`src/pecd_cfg.svh`:
```
/*
 * Constants of the port edge change detector: register byte offsets,
 * field positions and reset values.
 * Assumes it is included by its bare name, after any package imports.
 */
`ifndef PECD_CFG_SVH
`define PECD_CFG_SVH

// ****************************************************************
// register byte offsets on the apb
// ****************************************************************
`define PECD_OFS_RISE      12'h000
`define PECD_OFS_FALL      12'h004
`define PECD_OFS_FLAGS     12'h008
`define PECD_OFS_STATUS    12'h00C
`define PECD_OFS_MASK      12'h010

// ****************************************************************
// field positions and reset values
// ****************************************************************
`define PECD_PIN_LSB       4
`define PECD_PIN_MSB       7
`define PECD_REG_RESET     8'h00
`define PECD_STAT_RESET    2'h0
`define PECD_STAT_SUMMARY  0
`define PECD_STAT_OVERRUN  1
`define PECD_STAT_W        2

`endif

```
`src/pecd_pkg.sv`:
```
/*
 * Types shared by the port edge change detector modules.
 * Assumes nothing of its surroundings.
 */
package pecd_pkg;

   // ****************************************************************
   // carriers
   // ****************************************************************
   typedef struct packed
   {
      logic [3:0] rise;
      logic [3:0] fall;
   } pecd_pin_evt_t;

   typedef struct packed
   {
      logic        psel;
      logic        penable;
      logic        pwrite;
      logic [11:0] paddr;
      logic [31:0] pwdata;
      logic [3:0]  pstrb;
   } pecd_apb_req_t;

   typedef struct packed
   {
      logic [31:0] prdata;
      logic        pready;
      logic        pslverr;
   } pecd_apb_rsp_t;

   // ****************************************************************
   // register selection
   // ****************************************************************
   typedef enum logic [2:0]
   {
      PECD_SEL_RISE   = 3'b000,
      PECD_SEL_FALL   = 3'b001,
      PECD_SEL_FLAGS  = 3'b010,
      PECD_SEL_STATUS = 3'b011,
      PECD_SEL_MASK   = 3'b100,
      PECD_SEL_NONE   = 3'b101
   } pecd_sel_t;

endpackage : pecd_pkg

```
`src/pecd_pin_sync.sv`:
```
/*
 * Pin synchroniser and edge detector for the watched port pins.
 * Assumes pins are asynchronous to clk; edges are one-cycle pulses.
 */
`timescale 1ns/1ps
`default_nettype none

module pecd_pin_sync
#(
   parameter int NUM_PINS = 4
)
(
   // clock and reset
   input  wire logic                  clk,
   input  wire logic                  sys_rst,
   input  wire logic                  clk_en,
   // pins
   input  wire logic [NUM_PINS-1:0]   port_pin,
   // edges
   output var  pecd_pkg::pecd_pin_evt_t evt
);
   import pecd_pkg::*;

   logic [NUM_PINS-1:0] meta;
   logic [NUM_PINS-1:0] stage2;
   logic [NUM_PINS-1:0] stage3;
   logic [NUM_PINS-1:0] level;
   logic                primed;

   // ****************************************************************
   // three-stage sampling, first stage feeds only the second
   // ****************************************************************
   always_ff @(posedge clk or posedge sys_rst)
   begin
      if (sys_rst)
      begin
         meta   <= '0;
         stage2 <= '0;
         stage3 <= '0;
         primed <= 1'b0;
      end
      else if (clk_en)
      begin
         meta   <= port_pin;
         stage2 <= meta;
         stage3 <= stage2;
         primed <= 1'b1;
      end
   end

   // ****************************************************************
   // filtered level and edges
   // ****************************************************************
   genvar i;
   generate
      for (i = 0; i < NUM_PINS; i++)
      begin : g_pin
         wire agree = (stage2[i] == stage3[i]);
         // until primed the edges are masked, but the stages and level reset low, so a pin
         // high at reset release still shows as a rising edge once it reaches stage3
         always_ff @(posedge clk or posedge sys_rst)
         begin
            if (sys_rst)
               level[i] <= 1'b0;
            else if (clk_en && agree)
               level[i] <= stage3[i];
         end
         assign evt.rise[i] = clk_en & primed & agree & stage3[i] & ~level[i];
         assign evt.fall[i] = clk_en & primed & agree & ~stage3[i] & level[i];
      end
   endgenerate

endmodule : pecd_pin_sync

`default_nettype wire

```
`src/pecd_sticky.sv`:
```
/*
 * Sticky flag bank: hardware sets, software writes or clears.
 * Assumes set and wr are single-cycle qualified by the caller.
 */
`timescale 1ns/1ps
`default_nettype none

module pecd_sticky
#(
   parameter int         W   = 4,
   parameter bit         W1C = 1'b0,
   parameter logic [7:0] RST = 8'h00
)
(
   // clock and reset
   input  wire logic          clk,
   input  wire logic          sys_rst,
   input  wire logic          clk_en,
   // hardware set and software write
   input  wire logic [W-1:0]  set,
   input  wire logic          wr,
   input  wire logic [W-1:0]  wdata,
   // state
   output logic      [W-1:0]  q
);
   import pecd_pkg::*;

   // a hardware set in the same cycle as a clear always wins
   wire [W-1:0] sw_val = W1C ? (q & ~wdata) : wdata;
   wire [W-1:0] next_q = set | (wr ? sw_val : q);

   always_ff @(posedge clk or posedge sys_rst)
   begin
      if (sys_rst)
         q <= RST[W-1:0];
      else if (clk_en)
         q <= next_q;
   end

endmodule : pecd_sticky

`default_nettype wire

```
`src/pecd_top.sv`:
```
/*
 * Port edge change detector: edge enables, per-pin change flags,
 * summary flag and interrupt, reached over an apb slave.
 * Assumes a single clock, pins asynchronous to it, apb master on clk.
 */
`timescale 1ns/1ps
`default_nettype none

`include "pecd_cfg.svh"

// Behaviour
// - armed rising enable: low-to-high on pin 7..4 sets pin flag and summary
// - armed falling enable: high-to-low on pin 7..4 sets pin flag and summary
// - both enables clear: no detection, pin flag never set by pin activity
// - flag set only by enabled rise with rising edge, or enabled fall
// - flags stay set until software writes zero; also software writable
// - enables and flags reset to zero on any reset; bits 3..0 of the enable and flag registers read zero
module pecd_top
#(
   parameter int ADDR_W   = 12,
   parameter int NUM_PINS = 4
)
(
   // clock and reset
   input  wire logic               clk,
   input  wire logic               sys_rst,
   input  wire logic               clk_en,
   // apb slave
   input  wire logic               psel,
   input  wire logic               penable,
   input  wire logic               pwrite,
   input  wire logic [ADDR_W-1:0]  paddr,
   input  wire logic [31:0]        pwdata,
   input  wire logic [3:0]         pstrb,
   output logic      [31:0]        prdata,
   output logic                    pready,
   output logic                    pslverr,
   // port pins 7..4, bit 0 is pin 4
   input  wire logic [NUM_PINS-1:0] port_pin,
   // events
   output logic                    change_summary_flag,
   output logic                    irq
);
   import pecd_pkg::*;

   // ****************************************************************
   // address decode
   // ****************************************************************
   function automatic pecd_sel_t pecd_decode(input logic [ADDR_W-1:0] a);
      pecd_sel_t s;
      s = PECD_SEL_NONE;
      unique case (a)
         `PECD_OFS_RISE   : s = PECD_SEL_RISE;
         `PECD_OFS_FALL   : s = PECD_SEL_FALL;
         `PECD_OFS_FLAGS  : s = PECD_SEL_FLAGS;
         `PECD_OFS_STATUS : s = PECD_SEL_STATUS;
         `PECD_OFS_MASK   : s = PECD_SEL_MASK;
         default          : s = PECD_SEL_NONE;
      endcase
      return s;
   endfunction : pecd_decode

   pecd_apb_req_t req;
   assign req.psel    = psel;
   assign req.penable = penable;
   assign req.pwrite  = pwrite;
   assign req.paddr   = paddr[11:0];
   assign req.pwdata  = pwdata;
   assign req.pstrb   = pstrb;

   wire pecd_sel_t sel     = pecd_decode(req.paddr);
   wire            access  = req.psel & req.penable;
   // pready is registered: the access phase holds one wait cycle,
   // trading a cycle of latency for a flop-driven answer
   wire            commit  = access & pready;
   wire            wr_lane = commit & req.pwrite & req.pstrb[0] & ~pslverr;
   wire            wr_rise  = wr_lane & (sel == PECD_SEL_RISE);
   wire            wr_fall  = wr_lane & (sel == PECD_SEL_FALL);
   wire            wr_flags = wr_lane & (sel == PECD_SEL_FLAGS);
   wire            wr_stat  = wr_lane & (sel == PECD_SEL_STATUS);
   wire            wr_mask  = wr_lane & (sel == PECD_SEL_MASK);
   wire [7:0]      wbyte    = req.pwdata[7:0];

   // ****************************************************************
   // edge enable registers
   // ****************************************************************
   localparam logic [7:0] REG_RST = `PECD_REG_RESET;

   logic [NUM_PINS-1:0] rise_edge_enable;
   logic [NUM_PINS-1:0] fall_edge_enable;

   always_ff @(posedge clk or posedge sys_rst)
   begin
      if (sys_rst)
      begin
         rise_edge_enable <= REG_RST[`PECD_PIN_MSB:`PECD_PIN_LSB];
         fall_edge_enable <= REG_RST[`PECD_PIN_MSB:`PECD_PIN_LSB];
      end
      else if (clk_en)
      begin
         if (wr_rise)
            rise_edge_enable <= wbyte[`PECD_PIN_MSB:`PECD_PIN_LSB];
         if (wr_fall)
            fall_edge_enable <= wbyte[`PECD_PIN_MSB:`PECD_PIN_LSB];
      end
   end

   // ****************************************************************
   // pin sampling and edge qualification
   // ****************************************************************
   pecd_pin_evt_t evt;

   pecd_pin_sync #(.NUM_PINS(NUM_PINS)) u_sync
   (
      .clk      (clk),
      .sys_rst  (sys_rst),
      .clk_en   (clk_en),
      .port_pin (port_pin),
      .evt      (evt)
   );

   wire [NUM_PINS-1:0] hit_rise = evt.rise & rise_edge_enable;
   wire [NUM_PINS-1:0] hit_fall = evt.fall & fall_edge_enable;
   // with both enables low neither term can fire for that pin
   wire [NUM_PINS-1:0] pin_hit  = hit_rise | hit_fall;
   wire                any_hit  = |pin_hit;

   // ****************************************************************
   // change flags
   // ****************************************************************
   logic [NUM_PINS-1:0] pin_change_flag;

   pecd_sticky #(.W(NUM_PINS), .W1C(1'b0), .RST(`PECD_REG_RESET)) u_flags
   (
      .clk     (clk),
      .sys_rst (sys_rst),
      .clk_en  (clk_en),
      .set     (pin_hit),
      .wr      (wr_flags),
      .wdata   (wbyte[`PECD_PIN_MSB:`PECD_PIN_LSB]),
      .q       (pin_change_flag)
   );

   // ****************************************************************
   // interrupt status and mask
   // ****************************************************************
   // an overrun marks an edge landing on a pin whose flag is still set
   logic [`PECD_STAT_W-1:0] int_status;
   logic [`PECD_STAT_W-1:0] int_mask;
   wire  [`PECD_STAT_W-1:0] stat_set;

   assign stat_set[`PECD_STAT_SUMMARY] = any_hit;
   assign stat_set[`PECD_STAT_OVERRUN] = |(pin_hit & pin_change_flag);

   pecd_sticky #(.W(`PECD_STAT_W), .W1C(1'b1), .RST(`PECD_REG_RESET)) u_status
   (
      .clk     (clk),
      .sys_rst (sys_rst),
      .clk_en  (clk_en),
      .set     (stat_set),
      .wr      (wr_stat),
      .wdata   (wbyte[`PECD_STAT_W-1:0]),
      .q       (int_status)
   );

   always_ff @(posedge clk or posedge sys_rst)
   begin
      if (sys_rst)
         int_mask <= `PECD_STAT_RESET;
      else if (clk_en && wr_mask)
         int_mask <= wbyte[`PECD_STAT_W-1:0];
   end

   // ****************************************************************
   // read mux
   // ****************************************************************
   wire [7:0] pin_byte_rise  = {rise_edge_enable, 4'h0};
   wire [7:0] pin_byte_fall  = {fall_edge_enable, 4'h0};
   wire [7:0] pin_byte_flags = {pin_change_flag, 4'h0};
   wire [7:0] rd_byte =
      (sel == PECD_SEL_RISE)   ? pin_byte_rise  :
      (sel == PECD_SEL_FALL)   ? pin_byte_fall  :
      (sel == PECD_SEL_FLAGS)  ? pin_byte_flags :
      (sel == PECD_SEL_STATUS) ? {6'h00, int_status} :
      (sel == PECD_SEL_MASK)   ? {6'h00, int_mask} : 8'h00;

   wire next_pready  = access & ~pready;
   wire next_pslverr = access & ~pready & (sel == PECD_SEL_NONE);

   // ****************************************************************
   // registered apb answer and outputs
   // ****************************************************************
   always_ff @(posedge clk or posedge sys_rst)
   begin
      if (sys_rst)
      begin
         pready              <= 1'b0;
         pslverr             <= 1'b0;
         prdata              <= 32'h00000000;
         change_summary_flag <= 1'b0;
         irq                 <= 1'b0;
      end
      else if (clk_en)
      begin
         pready  <= next_pready;
         pslverr <= next_pslverr;
         if (next_pready && !req.pwrite)
            prdata <= {24'h000000, rd_byte};
         // outputs lag the status bits by one cycle so they come from flops
         change_summary_flag <= int_status[`PECD_STAT_SUMMARY];
         irq                 <= |(int_status & int_mask);
      end
   end

endmodule : pecd_top

`default_nettype wire

```
`config.mk`:
```
export PLATFORM = sky130hd
export DESIGN_NAME = pecd_top
export DESIGN_NICKNAME = d
export VERILOG_FILES = /design/src/pecd_pkg.sv /design/src/pecd_pin_sync.sv /design/src/pecd_sticky.sv /design/src/pecd_top.sv
export VERILOG_INCLUDE_DIRS = /design/src
export SDC_FILE = /design/constraint.sdc
export NUM_CORES = 1
export LEC_CHECK = 0
export BUFFER_PORTS_ARGS = -buffer_cell sky130_fd_sc_hd__buf_2
export CAP_MARGIN = 20
export CORE_ASPECT_RATIO = 0.9
export CORE_MARGIN = 3
export CORE_UTILIZATION = 52
export CTS_CLUSTER_DIAMETER = 60
export DETAILED_ROUTE_END_ITERATION = 8
export PLACE_DENSITY = 0.85
export SLEW_MARGIN = 30
export SYNTH_ARGS = -nofsm -noshare
export SYNTH_HDL_FRONTEND = slang
export SYNTH_SLANG_ARGS = --single-unit
```
`constraint.sdc`:
```
create_clock -name clk -period 3.5 [get_ports clk]
set_clock_uncertainty 0.1 [all_clocks]
set_input_delay 0.175 -clock clk [delete_from_list [all_inputs] [get_ports clk]]
set_output_delay 0.175 -clock clk [all_outputs]
set_load 0.02 [all_outputs]
```
==> impl_metrics.py <==
metrics = {
    "cts": {
        "number_of_levels_in_the_clock_h_tree": 2,
        "post_cts_buffers": 0,
        "cts-buffers-inserted": 5,
        "clk_transition_reported_paths_ps": 80,
        "root_buffer": "sky130_fd_sc_hd__clkbuf_8",
        "clock-sinks": 43,
        "tritoncts": "built",
        "worst_skew_pair.late_latency_ps": 290,
        "clock_tree.buffer_depth": 2,
    },
    "floorplanning": {
        "rows": 22,
        "die-area_um2": 5326,
        "die_height_um": 69.54,
        "pin_count": 94,
        "core_area_um2": 4184,
        "die_x_um": 76.60,
        "initial_utilization_pct": 55.74,
    },
    "worst_setup_path": {
        "timing.critical_path.slowest_stage_cell": "sky130_fd_sc_hd__nor4b_2",
        "worst-endpoint-required_ps": 3580,
        "crit_chain": "nand2_1 -> nor4b_2 -> nand4_1 -> mux2_2",
        "critical_path.max_stage_delay_ps": 460,
        "critPathArrivalTime_ps": 2030,
        "setup.worst_path.end_class": "flip-flop",
        "cell_family_contributing_the_most_delay_on_the_critical_path": "simple AND/OR/NAND/NOR gates",
        "timing.critical_path.from_type": "flip-flop",
        "timing.setup.critical_path_class": "flip-flop to flip-flop",
        "critical_path_buf_inv_count": 0,
        "cp_max_fanout": 6,
    },
    "yosys": {
        "synthMostInstantiatedCell": "sky130_fd_sc_hd__dfrtp_1",
        "synth_top_flop_cell": "sky130_fd_sc_hd__dfrtp_1",
        "synth-seq-area-share_pct": 46.14,
        "synth_cell_type_count": 40,
        "synth_area_per_cell_um2": 10.60,
        "synth-edff-count": 0,
        "ys.warnings.count": 0,
        "synth_top_area_share_pct": 46.14,
        "yosysTopAreaCell": "sky130_fd_sc_hd__dfrtp_1",
        "synth_commonest_cells": "sky130_fd_sc_hd__dfrtp_1, sky130_fd_sc_hd__buf_4, sky130_fd_sc_hd__a21oi_1",
        "number_of_register_bits_inferred_by_synthesis": 43,
        "netlist_area_before_placement_um2": 2332,
        "netlist_instances": 220,
        "synth.area.top_cells": "sky130_fd_sc_hd__dfrtp_1, sky130_fd_sc_hd__mux2_2, sky130_fd_sc_hd__buf_4, sky130_fd_sc_hd__a21oi_1, sky130_fd_sc_hd__mux2_4",
        "async_reset_ff_share_pct": 100.0,
    },
    "power_and_ir_drop": {
        "p_comb_share_pct": 16.6,
        "clock_network_fraction_of_total_power_pct": 28.4,
        "internal_power_w": 0.0007571,
        "leakage_nw": 1.205,
        "power.density_cell_area_nw_per_um2": 411.3,
        "sequentialPowerShare_pct": 55.0,
        "peakVddDrop_uv": 176.5,
        "power_switching_w": 0.0003034,
        "sw_frac_of_total_pct": 28.61,
    },
    "sta": {
        "tightest_slew_margin_relative_to_the_limit_pct": 64.09,
        "finalCriticalPeriod_ps": 1952,
        "final.period_utilization_pct": 55.76,
        "rsz0062_at_grt": "false",
        "setup_viol": 0,
        "final-max-slew-violation-count": 0,
        "worst_hold_slack_ps": 9.685,
        "tightestPinTransition_ps": 538.7,
        "setup_tns_ps": 0,
        "fmaxAchievable_mhz": 512.4,
        "timing_hold_violations_final": 0,
    },
    "global_route": {
        "grt_pass1_wl_um": 7686,
        "grt_antenna_before_repair": 0,
        "grt_max_degree": 44,
        "number_of_global_route_vias_before_repair": 1633,
        "overflow": 0,
        "globalRouteTotalUtil_pct": 18.22,
    },
    "final_layout": {
        "fill_cells": 363,
        "finalNetCount": 319,
        "drive_above_1_share_pct": 29.77,
        "area_growth_syn_to_layout_pct": 10.57,
        "antenna-diode-count": 0,
    },
    "job": {
        "max_capacitance_violation_count": 0,
    },
    "routing": {
        "vias_per_cell": 5.363,
        "dr.first_iter.drc_count": 149,
        "remaining_drc_errors": 0,
        "wl_per_cell_um": 14.56,
        "detail_route.first_pass.iterations": 5,
        "detail_route.wirelength_um": 4689,
        "residual_antenna_violating_net_count_after_detailed_routing": 0,
        "vias": 1727,
    },
    "place": {
        "placement.io_buffers": 38,
        "place_congestion": 0.8100,
        "place.detailed.hpwl_um": 3477,
    },
    "status": {
        "outcome": "finished, final reports clean",
    },
    "min_path": {
        "worstHoldPathType": "input pin to flip-flop",
    },
}
-- routing by layer --
layer,global-route usage (%),part of all wire (%)
met5,0,0
met4,7.042,1.2
met3,6.753,7.5
met2,27.61,45
met1,23.76,46
-- worst register-to-register path, delay by kind of cell, from the launching register on --
kind / cells / cell delay, ps
simple gates: 3 / 940
flops: 1 / 440
mux: 1 / 370
-- stage by stage --
stage                     std cells  area (um2)  worst slack [ps]  total power (W)  util (%)
after global placement          313        2487              1373        0.0007625     59.45
after detailed placement        313        2487              1325        0.0007694     59.45
after floorplan                 245        2426              1549        0.0007351         -
after global routing            322        2579              1382         0.001115     61.63
after CTS                       322        2579              1531         0.001066     61.63
final                           322        2579              1548         0.001061     61.63
-- power by group through the flow --
stage / Combinational, W / Sequential, W / Clock (W)
5_1_grt: 0.000194 / 0.000592 / 0.000329
6_report: 0.000176 / 0.000584 / 0.000301
3_3_place_gp: 0.000172 / 0.000590 / 0
4_1_cts: 0.000177 / 0.000583 / 0.000305
2_1_floorplan: 0.000135 / 0.000600 / 0
3_5_place_dp: 0.000176 / 0.000593 / 0
-- registers in the layout (all words and copies together) (netlist names), 4 cells and up --
signal	count
rise_edge_enable	4
u_sync.meta	4
fall_edge_enable	4
u_flags.q	4
u_sync.stage2	4
u_sync.level	4
u_sync.stage3	4
prdata	6
-- final timing paths --
check	slack (ps)	cells past startpoint	end	startpoint
setup / recovery	1550	4	fall_edge_enable[2]	pready
hold / removal	10	2	u_sync.meta[0]	port_pin[0]
setup reg to reg	1550	4	fall_edge_enable[2]	pready
hold reg to reg	380	1	u_sync.primed	u_sync.primed
max in group asynchronous	2470	4	u_status.q[1]	sys_rst
min in group asynchronous	460	4	u_sync.level[1]	sys_rst
-- cell usage in the layout, fill, tap and decap left out, types with 3 or more instances in the layout --
cell                        count
sky130_fd_sc_hd__dfrtp_1       43
sky130_fd_sc_hd__buf_2         38
sky130_fd_sc_hd__conb_1        26
sky130_fd_sc_hd__a21oi_1       21
sky130_fd_sc_hd__mux2_2        19
sky130_fd_sc_hd__nor2_1        15
sky130_fd_sc_hd__nand2_1        9
sky130_fd_sc_hd__nand2b_1       8
sky130_fd_sc_hd__nor4_1         7
sky130_fd_sc_hd__nand3_1        5
sky130_fd_sc_hd__nor3_1         5
sky130_fd_sc_hd__clkbuf_8       5
sky130_fd_sc_hd__nand4_1        4
sky130_fd_sc_hd__nand4bb_1      4
sky130_fd_sc_hd__nand4b_1       4
sky130_fd_sc_hd__mux2_4         4
sky130_fd_sc_hd__a211oi_1       4
sky130_fd_sc_hd__or3_1          3
sky130_fd_sc_hd__o21ai_0        3
sky130_fd_sc_hd__nor2b_1        3
sky130_fd_sc_hd__a21boi_0       3
-- layout make-up --
| type | instances | area (um2) | share of cell area (%) |
|---|---|---|---|
| timing repair buffer | 41 | 215.2 | 8.345 |
| inverter | 2 | 7.507 | 0.2911 |
| multi-input combinational | 168 | 1124 | 43.57 |
| sequential | 43 | 1076 | 41.73 |
| clock buffer | 7 | 76.32 | 2.960 |
| clock inverter | 1 | 5.005 | 0.1941 |
| tap | 60 | 75.07 | 2.911 |
-- what timing repair did --
action | 4_1_cts | 5_1_grt
endpoints found under the hold margin | 43 | 0
resized for setup | 0 | 0
hold buffers | 1 | 0
-- cells by family (layout without fill, tap and decap cells) --
group	after synthesis	after routing	share of synthesized area, %
DFF	43	43	46.14
and+or+nand+nor	78	78	21.40
AOI/OAI and AO/OA	40	40	10.41
buffers and inverters	34	51	9.710
muxes	24	24	12.18
other	1	26	0.1608
Note: power is estimated with default switching activity, not from simulation.
